`config.mk`:
```
export PLATFORM = sky130hd
export DESIGN_NAME = spdif_in_port
export DESIGN_NICKNAME = d
export VERILOG_FILES = /design/src/logic/spdif_in_pkg.sv /design/src/logic/spdif_in_port.sv
export VERILOG_INCLUDE_DIRS = /design/src /design/src/logic
export SDC_FILE = /design/constraint.sdc
export NUM_CORES = 1
export LEC_CHECK = 0
export ABC_AREA = 1
export BUFFER_PORTS_ARGS = -buffer_cell sky130_fd_sc_hd__buf_2
export CORE_MARGIN = 2
export CORE_UTILIZATION = 55
export CTS_CLUSTER_DIAMETER = 40
export DETAILED_ROUTE_END_ITERATION = 16
export PLACE_DENSITY = 0.77
export SYNTH_ARGS = -nofsm -noshare
export SYNTH_HDL_FRONTEND = slang
export SYNTH_SLANG_ARGS = --single-unit
```
`constraint.sdc`:
```
create_clock -name clk_sys -period 3.6 [get_ports clk_sys]
set_clock_uncertainty 0.05 [all_clocks]
set_input_delay 0.18 -clock clk_sys [delete_from_list [all_inputs] [get_ports clk_sys]]
set_output_delay 0.18 -clock clk_sys [all_outputs]
set_load 0.05 [all_outputs]
```
`src/logic/spdif_in_consts.svh`:
```
// constants for the serial audio input stage
`ifndef SPDIF_IN_CONSTS_SVH
`define SPDIF_IN_CONSTS_SVH
// framing codes
`define FMT_I2S        2'h0
`define FMT_LJ         2'h1
`define FMT_RJ         2'h2
// word width codes
`define WW_16          2'h0
`define WW_18          2'h1
`define WW_20          2'h2
`define WW_24          2'h3
// msb offsets in serial clocks after a sync transition
`define OFS_I2S        6'h01
`define OFS_LJ         6'h00
`define OFS_RJ_16      6'h10
`define OFS_RJ_18      6'h0E
`define OFS_RJ_20      6'h0C
`define OFS_RJ_24      6'h08
// word lengths in bits per width code
`define WLEN_16        6'h10
`define WLEN_18        6'h12
`define WLEN_20        6'h14
`define WLEN_24        6'h18
// bit position held while no sync transition is seen
`define CNT_SAT        6'h3F
// oversampling ratio codes and biphase divider counts
`define OSR_256        1'h0
`define OSR_384        1'h1
`define DIV_256        8'h02
`define DIV_384        8'h03
`define SAMPLE_W       24
`endif

```
`src/logic/spdif_in_pkg.sv`:
```
// types for the serial audio input stage
package spdif_in_pkg;
  // framing selection
  typedef enum logic [1:0] {
    FRAME_I2S = 2'b00,
    FRAME_LJ  = 2'b01,
    FRAME_RJ  = 2'b10
  } frame_fmt_t;
  // assembled channel word handed downstream
  typedef struct packed {
    logic        right;
    logic [23:0] data;
  } sample_t;
  // serial input pins
  typedef struct packed {
    logic sclk;
    logic fsync;
    logic sdata;
  } serial_in_t;
endpackage

```
`src/logic/spdif_in_port.sv`:
```
// serial audio input stage and biphase clock divider
`timescale 1ns/1ns
`default_nettype none
`include "spdif_in_consts.svh"

// ==========================================================
// timing notes
// ==========================================================
// the serial pins are plain samples of clk_sys: each sclk
// level must last one clk_sys cycle or a rise is missed
// a sync transition restarts the bit position, so a word cut
// short by an early transition is dropped, never half sent
// width_sel is read live: change it only between frames
// format code 3 is no framing of its own: i2s offset with
// the left-justified channel polarity
// word_valid follows the rise of the last bit by one cycle
// the oversample clock is sampled the same way and must
// stay below half of clk_sys

module spdif_in_port (
  // clock and reset
  input  wire logic                     clk_sys,
  input  wire logic                     srst,
  // configuration levels
  input  wire logic                     fmt_valid,
  input  wire spdif_in_pkg::frame_fmt_t fmt_sel,
  input  wire logic [1:0]               width_sel,
  input  wire logic                     osr_sel,
  // serial pins, sampled as synchronous
  input  wire spdif_in_pkg::serial_in_t ser_in,
  input  wire logic                     oversample_clock,
  // word to the biphase encoder
  output logic                          word_valid,
  output spdif_in_pkg::sample_t         word_out,
  // biphase clock enable pulse
  output logic                          biphase_tick
);
  import spdif_in_pkg::*;

  // ==========================================================
  // configuration
  // ==========================================================
  // fmt_valid is a level: the choice reloads every cycle
  frame_fmt_t fmt_reg;
  wire  frame_fmt_t fmt_next = fmt_valid ? fmt_sel : fmt_reg;

  // hold the format; i2s until a valid choice arrives
  always_ff @(posedge clk_sys) begin
    if (srst) begin
      fmt_reg <= FRAME_I2S;
    end else begin
      fmt_reg <= fmt_next;
    end
  end

  // width code decoded once, shared by length and offset
  wire logic w_16 = (width_sel == `WW_16);
  wire logic w_18 = (width_sel == `WW_18);
  wire logic w_20 = (width_sel == `WW_20);

  // word length in bits per width code
  wire logic [5:0] wlen =
    w_16 ? `WLEN_16 :
    w_18 ? `WLEN_18 :
    w_20 ? `WLEN_20 : `WLEN_24;

  // rj puts the lsb just before the next transition
  wire logic [5:0] ofs_rj =
    w_16 ? `OFS_RJ_16 :
    w_18 ? `OFS_RJ_18 :
    w_20 ? `OFS_RJ_20 : `OFS_RJ_24;

  // msb position after a transition for the held framing
  wire logic [5:0] msb_ofs =
    (fmt_reg == FRAME_RJ) ? ofs_rj :
    (fmt_reg == FRAME_LJ) ? `OFS_LJ : `OFS_I2S;

  // ==========================================================
  // serial edge detection
  // ==========================================================
  // reset levels match the idle-low pins, so no false edge
  // appears when reset lets go
  logic sclk_reg;
  logic fs_reg;
  wire  logic sclk_rise = ser_in.sclk & ~sclk_reg;
  // sync sampled at the rising edge, same as data
  wire  logic fs_edge = sclk_rise & (ser_in.fsync != fs_reg);

  // track previous pin levels
  always_ff @(posedge clk_sys) begin
    if (srst) begin
      sclk_reg <= 1'b0;
      fs_reg   <= 1'b0;
    end else begin
      sclk_reg <= ser_in.sclk;
      fs_reg   <= sclk_rise ? ser_in.fsync : fs_reg;
    end
  end

  // ==========================================================
  // bit counter and shift register
  // ==========================================================
  // count is bit position since the last sync transition;
  // in rj mode the last bit lands right before the next
  // transition only with 64 clocks per frame
  logic [5:0]  cnt_reg;
  logic [23:0] shift_reg;
  logic        chan_reg;
  wire  logic [5:0] cnt_now  = fs_edge ? 6'h00 : cnt_reg;
  wire  logic [5:0] last_bit = msb_ofs + wlen - 6'h01;
  // bits before the offset or past the last bit are ignored
  wire  logic       in_word  = sclk_rise &&
                               (cnt_now >= msb_ofs) &&
                               (cnt_now <= last_bit);
  wire  logic       word_end = sclk_rise && (cnt_now == last_bit);
  // right channel: rj/lj sync low, i2s sync high
  wire  logic       is_right = (fmt_reg == FRAME_I2S) ?
                               ser_in.fsync : ~ser_in.fsync;
  // hold at the top so a link without transitions stays quiet
  wire  logic       cnt_sat  = (cnt_now == `CNT_SAT);
  wire  logic [5:0] cnt_next =
    !sclk_rise ? cnt_reg :
    cnt_sat    ? cnt_now : cnt_now + 6'h01;
  // left shift that puts the word msb at bit 23
  wire  logic [4:0] pad = 5'(`WLEN_24 - wlen);

  // per-bit shift path: bit 0 takes the pin, the rest move up
  wire  logic [23:0] shift_next;
  assign shift_next[0] = in_word ? ser_in.sdata : shift_reg[0];
  for (genvar gi = 1; gi < 24; gi++) begin : g_shift
    assign shift_next[gi] = in_word ? shift_reg[gi - 1] : shift_reg[gi];
  end

  // bit position; saturates so a long frame is harmless
  always_ff @(posedge clk_sys) begin
    if (srst) begin
      cnt_reg <= `CNT_SAT;
    end else begin
      cnt_reg <= cnt_next;
    end
  end

  // shift register and channel of the word in progress
  always_ff @(posedge clk_sys) begin
    if (srst) begin
      shift_reg <= 24'h000000;
      chan_reg  <= 1'b0;
    end else begin
      shift_reg <= shift_next;
      chan_reg  <= fs_edge ? is_right : chan_reg;
    end
  end

  // ==========================================================
  // word hand-off
  // ==========================================================
  // msb-aligned in 24 bits so the encoder sees one format;
  // the shift also drops stale bits of the previous word
  wire logic [23:0] word_data = shift_next << pad;
  // channel taken at the transition that opened the word
  wire logic        word_chan = fs_edge ? is_right : chan_reg;

  // one pulse per finished channel word
  always_ff @(posedge clk_sys) begin
    if (srst) begin
      word_valid <= 1'b0;
      word_out   <= '0;
    end else begin
      word_valid <= word_end;
      word_out   <= word_end ? {word_chan, word_data}
                             : word_out;
    end
  end

  // ==========================================================
  // biphase clock divider
  // ==========================================================
  // oversample clock is sampled here, so it must stay below
  // half of clk_sys; one tick every div rising edges
  // both ratios end at 128 ticks per frame: two biphase cells
  // for each of the 64 bit slots
  // the >= compare recovers if osr_sel shrinks mid-count
  logic       osc_reg;
  logic [7:0] div_reg;
  wire  logic       osc_rise  = oversample_clock & ~osc_reg;
  wire  logic [7:0] div_count = (osr_sel == `OSR_384) ?
                                `DIV_384 : `DIV_256;
  wire  logic       div_wrap  = osc_rise &&
                                (div_reg >= div_count - 8'd1);
  wire  logic [7:0] div_next  = div_wrap ? 8'h00 :
                                osc_rise ? div_reg + 8'd1 : div_reg;

  // divide down to the biphase rate
  always_ff @(posedge clk_sys) begin
    if (srst) begin
      osc_reg <= 1'b0;
      div_reg <= 8'h00;
    end else begin
      osc_reg <= oversample_clock;
      div_reg <= div_next;
    end
  end

  // tick registered so the output comes from a flip-flop
  always_ff @(posedge clk_sys) begin
    if (srst) begin
      biphase_tick <= 1'b0;
    end else begin
      biphase_tick <= div_wrap;
    end
  end
endmodule
`default_nettype wire

```
# == After elaboration in Yosys (flattened, before gate mapping) ==
# Index checks and enable logic that the tools add are counted.
# word_totals
regBits,71
latch_bits,0
ramBits,0
rom_bits,0
in_bits,12
out_inout_bits,27
elab_cells,79
memories,0
# op_classes
n_addsub,6
multipliers,0
div_mod_pow,0
n_lt_le_gt_ge,3
eq_ne,7
shift,1
muxes,37
bitwise_logic,6
reduce_logical,7
# op_table
cell,n
$mux 1,28
$shl 24x5->24,1
$mux 4,3
$mux 6,2
$mux 5,2
$add 8x1->8 const B,1
$ge 8x8->1,1
$add 5x5->6,1
$add 6x1->6 const B,1
$eq 6x6->1,1
$eq 6x6->1 const B,1
$ge 6x5->1,1
$le 6x6->1,1
$mux 3,2
$sub 6x1->6 const B,1
$sub 5x5->5 const A,1
$eq 2x1->1 const B,2
$eq 2x2->1 const B,2
$logic_and 1x1->1,4
$logic_not 2->1,2
$and 1x1->1,3
$not 1->1,3
$sub 2x1->3 const B,1
$reduce_or 2->1,1
$ne 1x1->1,1

# == Logic depth before layout (Yosys ltp) ==
# depth
word_depth,11
depth_mapped,26
ltp_nobuf,26

# == Worst setup path after synthesis ==
# No wires, ideal clock.
# synth_path
path_kind,input to register
startpoint,in width_sel[1]
endpoint,reg word_out[21] in the netlist's numbering
setup_ns,0.109
t_arrival_ns,3.688
required_ns,3.441
setup_slack_ns,-0.247
stages,24
n_path_buf,4
path_cell_list,inv_1 > ha_1 > clkbuf_8 > clkinv_1 > clkbuf_8 > or2_2 > ha_1 > fa_1 > a221oi_1 > ha_1 > nand2_1 > inv_2 > nand2_1 > nand2_1 > o21bai_4 > buf_12 > buf_12 > nand3_4 > nand3_2 > nand3_1 > nand3_1 > nand3_1 > nand2_1 > inv_1
# synth_between
elab_chain_len,11
elab_cells_between_ends,44
cone_classes,add/sub: 3; order compare: 2; eq/ne: 3; shift: 1; mux: 31; reduce/logical: 4
# synth_lines
element,line_no,rtl
start: declaration,spdif_in_port.sv:27,"input wire logic [1:0] width_sel,"
$eq 2x2->1 (no line),-,
$mux 3 (no line) (2 in series),-,
$mux 5 (no line) (2 in series),-,
$add 5x5->6,spdif_in_port.sv:110,wire logic [5:0] last_bit = msb_ofs + wlen - 6'h01;
$sub 6x1->6,spdif_in_port.sv:110,
$le 6x6->1,spdif_in_port.sv:114,(cnt_now <= last_bit);
$logic_and 1x1->1,spdif_in_port.sv:113,(cnt_now >= msb_ofs) &&
$mux 1 (on tied branches),"spdif_in_port.sv:129, spdif_in_port.sv:131",
$shl 24x5->24,spdif_in_port.sv:159,wire logic [23:0] word_data = shift_next << pad;
end signal: assignment,spdif_in_port.sv:170,"word_out <= word_end ? {word_chan, word_data}"
end: declaration,spdif_in_port.sv:34,"output spdif_in_pkg::sample_t word_out,"
# Several ways; a longest one is shown, not always the timed one.
# A chain may end at the register's enable or synchronous reset.

# == Worst setup path after layout ==
# layout_path
startpoint,reg fmt_reg[0]
endpoint,reg word_out[15] in the netlist's numbering
# layout_between
elab_chain_len,9
elab_cells_between_ends,37
cone_classes,add/sub: 2; order compare: 2; eq/ne: 3; shift: 1; mux: 26; reduce/logical: 3
# layout_lines
element,line_no,rtl
start: declaration,spdif_in_port.sv:44,frame_fmt_t fmt_reg;
start signal: assignment,spdif_in_port.sv:52,fmt_reg <= fmt_next;
$eq 2x1->1,spdif_in_port.sv:76,(fmt_reg == FRAME_LJ) ? `OFS_LJ : `OFS_I2S;
$mux 1 (no line),-,
$mux 5 (no line) *,-,
$add 5x5->6,spdif_in_port.sv:110,
$sub 6x1->6,spdif_in_port.sv:110,
$le 6x6->1,spdif_in_port.sv:114,
$logic_and 1x1->1,spdif_in_port.sv:113,
$mux 1 (on tied branches),"spdif_in_port.sv:129, spdif_in_port.sv:131",
$shl 24x5->24,spdif_in_port.sv:159,
# Mark *: on every way between the ends. The rest lies on a longest branch, timed or not.

==> metrics.txt <==
grt ovf 0; Peak Freq about 270 MHz; hold slack final 0.0357 ns; share of post-route cells with drive strength above 1 37.0%; CP max FO 6; worst path bufs/invs 7; mux cell area share after synthesis 0%; Period minus WS final ~3.7 ns; CP required 3.81 ns; post-DP HPWL approximately 8400 um; CP Class reg -> reg; Synth Area in Compound Gates approximately 6.5%; Final setup viols 12; Post-Syn Area between 4000 and 5000 um^2; row count 34; Sequential Power Share 31.0%; core box area roughly 8600 um^2; Multi-input gate area roughly 3400 um^2; Adder-Cell Fraction of Synth Area about 8%; Largest register FFs 25; Starting Density 56.0%; TritonCTS Buffers 9; Syn. warnings 0; ANT nets after route 0; worst skew pair latency around 0.36 ns; CP endpoint kind flip-flop; status complete, but fails checks; Least-Margin Pin Slew roughly 1.2 ns; FF-to-FF Start fmt_reg[0]$_SDFFE_PP0P_; Simple-Gate Fraction of Synth Area between 40 and 50%; root buffer selected by CTS clkbuf_8; TritonCTS clock tree yes; startpoint types flip-flop; fin cells 826; uppermost layer routed met4; detailed router's first-iteration violation count 438; Hold Path Depth 3; vias in the first global route around 4400; Endpoint, Worst Hold sclk_reg$_SDFF_PP0_; I/O Pins 39; overall power between 2 and 3 mW; met2 routed WL approximately 7000 um; Hold Crit Class in -> reg; chip height between 90 and 100 um; antenna cells 0; RSZ-0062 raised after global routing true; vias about 4700; period utilization 102%; Min-Delay Startpoint ser_in[2]; reg2reg path depth 24; Via density between 5 and 6; Crit path max-delay family adder cells; CTS H-tree depth 3; largest family of logic cells by synthesized area simple AND/OR/NAND/NOR gates; # fillers about 600; Arr. time, crit path approximately 3.9 ns; detailed-route DRC error count 0; first-pass GRT wire length about 21000 um; max-slew headroom at the worst pin between 20% and 30%; GR Util All Layers about a quarter; Critical R2R Capture word_out[15]$_SDFFE_PP0P_; Routability Congestion 0.919; R2R Setup Slk -0.08 ns; PD cells about 440 nW/um^2; Peak VDD IR ~0.00033 V; chip width between 90 and 100 um; Routed Wire Length between 10000 and 15000 um; Pleak between 2 and 3 nW; slowest stage delay, CP approximately 0.38 ns; Power Internal roughly 1.7 mW; post-synthesis sequential area ratio approximately 30%; Yosys cell types 42; Reg clk slew, reported paths ~0.09 ns; initial antenna violation count 0; pin count of the biggest net entering global routing 45; Slew Limit Fails 0; NetSw roughly 1.1 mW; final worst setup slack -0.0785 ns; Die Area 9520 um^2; combinational share of power 41.6%; CP max stage cell fa_2; Syn Area/Cell about 7.5 um^2; CTS Sinks between 70 and 80; failing checks negative setup slack; met3 wire len just over 900 um; switching share of power approximately two fifths; DR pass1 iterations 5; FF/Latch Area ~1400 um^2; Synth Register Bits 71; CP Cell Sequence inv_4 -> ha_4 -> nand2_2 -> ha_4 -> inv_2 -> fa_2 -> buf_6 -> xnor2_2 -> ha_1 -> nand2_2 -> nor2_1 -> nand2_1 -> nand2_2 -> o21bai_4 -> buf_12 -> buf_12 -> buf_12 -> nand3_4 -> nand3_4 -> nand3_4 -> nand3_2 -> nand3_2 -> nand2_1 -> inv_1; XOR/XNOR Fraction of Synth Area 1.09%; Max-cap violations 0; Met1 Routed Length between 5000 and 6000 um; Inst Count DP between 700 and 800; Synth Instances 643; Clock Path Buffers 2; Area growth, synth to finish 30.0%; final hold violation count 0; wire per inst around 17 um; clock share of power roughly 27%; IO buf count 38; Post-Syn Nets roughly 690; fin nets approximately 760
-- through the flow --
| step | utilization [%] | setup slack, ns | setup TNS [ns] | instance area, um^2 |
|---|---|---|---|---|
| floorplan | - | 0.00260 | 0 | 4840 |
| detailed placement | 59.3 | -0.137 | -1.44 | 5090 |
| global route | 72.8 | -0.193 | -2.55 | 6260 |
| global placement | 59.3 | -0.0931 | -0.609 | 5090 |
| CTS | 65.1 | 0.0110 | 0 | 5600 |
| finish | 72.8 | -0.0785 | -0.419 | 6260 |
-- layout make-up --
class / count / share of cell area, %
clock buffers: 10 / 2.20
multi-input cells: 457 / 54.2
clock inverters: 6 / 1.50
repair buffers: 89 / 12.0
well taps: 108 / 2.16
inverters: 85 / 5.20
flip-flops and latches: 71 / 22.8
-- worst max path at each step --
stage | depth (start not counted) | start | end
after floorplan | 24 | width_sel[1] | word_out[20]$_SDFFE_PP0P_
after global placement | 23 | width_sel[1] | word_out[13]$_SDFFE_PP0P_
after detailed placement | 23 | width_sel[1] | word_out[13]$_SDFFE_PP0P_
after CTS | 23 | fmt_reg[1]$_SDFFE_PP0P_ | word_out[20]$_SDFFE_PP0P_
after global routing | 24 | fmt_reg[0]$_SDFFE_PP0P_ | word_out[17]$_SDFFE_PP0P_
final | 24 | fmt_reg[0]$_SDFFE_PP0P_ | word_out[15]$_SDFFE_PP0P_
-- cell families after synthesis --
family                   count (synthesis)
flip-flops                              71
XOR/XNOR                                 6
buffers and inverters                  115
AND/OR/NAND/NOR                        367
AO/OA/AOI/OAI                           54
adder cells (fa/ha/maj)                 30
-- repair_timing --
item,4_1_cts,5_1_grt
hold endpoints to repair,1,0
buffers inserted,7,9
hold buffers,1,0
setup endpoints to repair,18,24
cloned,2,1
pin swaps,13,68
resized for setup,26,120
-- cells in the final DEF (no fill, tap or decap), types with 4 or more instances in the layout --
cell type / n
nand2_1: 121
a21oi_1: 28
nand4_1: 4
o21ai_0: 15
clkbuf_8: 10
nand2_2: 24
nand3_1: 64
ha_4: 7
nand3_2: 54
inv_2: 8
inv_1: 74
nor2_1: 40
buf_12: 8
buf_4: 32
buf_6: 6
buf_2: 38
nand2_4: 11
nand3_4: 38
dfxtp_1: 69
ha_1: 21
-- power by group through the flow --
stage          registers [mW]  logic, mW  clock network [mW]
4_1_cts                 0.850      0.892               0.754
3_3_place_gp            0.867      0.769                   0
6_report                0.852       1.14               0.753
2_1_floorplan           0.872      0.632                   0
3_5_place_dp            0.868      0.790                   0
5_1_grt                 0.856       1.23               0.788
-- cell usage after synthesis --
| cell type | number | share of area [%] |
|---|---|---|
| buf_12 | 3 | 1.2 |
| a41oi_1 | 1 | 0.18 |
| inv_2 | 5 | 0.39 |
| a221oi_1 | 1 | 0.18 |
| buf_8 | 1 | 0.31 |
| buf_1 | 1 | 0.078 |
| nand4_1 | 4 | 0.52 |
| nor3_1 | 3 | 0.31 |
| nand3_4 | 10 | 3.6 |
| o221ai_1 | 1 | 0.18 |
| clkbuf_8 | 12 | 3.4 |
| nand3_2 | 30 | 6.2 |
| buf_6 | 3 | 0.70 |
| nand2_8 | 1 | 0.42 |
| inv_1 | 79 | 6.2 |
| xnor2_1 | 3 | 0.55 |
| clkbuf_1 | 7 | 0.55 |
| nor3b_1 | 1 | 0.16 |
| clkinv_1 | 1 | 0.078 |
| o22ai_1 | 3 | 0.39 |
| dlygate4sd1_1 | 1 | 0.18 |
| nand3b_1 | 1 | 0.16 |
| nand2_2 | 5 | 0.65 |
| nand3_1 | 116 | 12 |
| nor2_4 | 2 | 0.47 |
| ha_1 | 29 | 7.5 |
| a21oi_2 | 2 | 0.36 |
| buf_4 | 1 | 0.16 |
| xor2_1 | 3 | 0.55 |
| o21bai_2 | 1 | 0.23 |
| nor4_1 | 1 | 0.13 |
| nor2_2 | 1 | 0.13 |
| or2_2 | 1 | 0.13 |
| o21bai_4 | 1 | 0.39 |
| o21ai_0 | 15 | 1.6 |
| a21oi_1 | 29 | 3.0 |
| clkbuf_16 | 1 | 0.52 |
| nor2_1 | 40 | 3.1 |
| fa_1 | 1 | 0.42 |
| nand2_4 | 8 | 1.9 |
| dfxtp_1 | 71 | 30 |
| nand2_1 | 143 | 11 |
-- worst reg2reg max path, cell delays in order (launching register included) --
cell	delay, ns
dfxtp_2	0.33
inv_4	0.07
ha_4	0.15
nand2_2	0.09
ha_4	0.28
inv_2	0.04
fa_2	0.38
buf_6	0.14
xnor2_2	0.12
ha_1	0.32
nand2_2	0.11
nor2_1	0.06
nand2_1	0.08
nand2_2	0.07
o21bai_4	0.22
buf_12	0.16
buf_12	0.14
buf_12	0.11
nand3_4	0.10
nand3_4	0.12
nand3_4	0.10
nand3_2	0.14
nand3_2	0.06
nand2_1	0.07
inv_1	0.06
-- metal layers --
layer / track usage, % / up-vias
li1: - / 2248
met1: 32.8 / 2205
met2: 43.3 / 208
met3: 5.47 / 47
met4: 10.9 / 0
met5: 0 / -
Power figures use the tool's default switching activity.
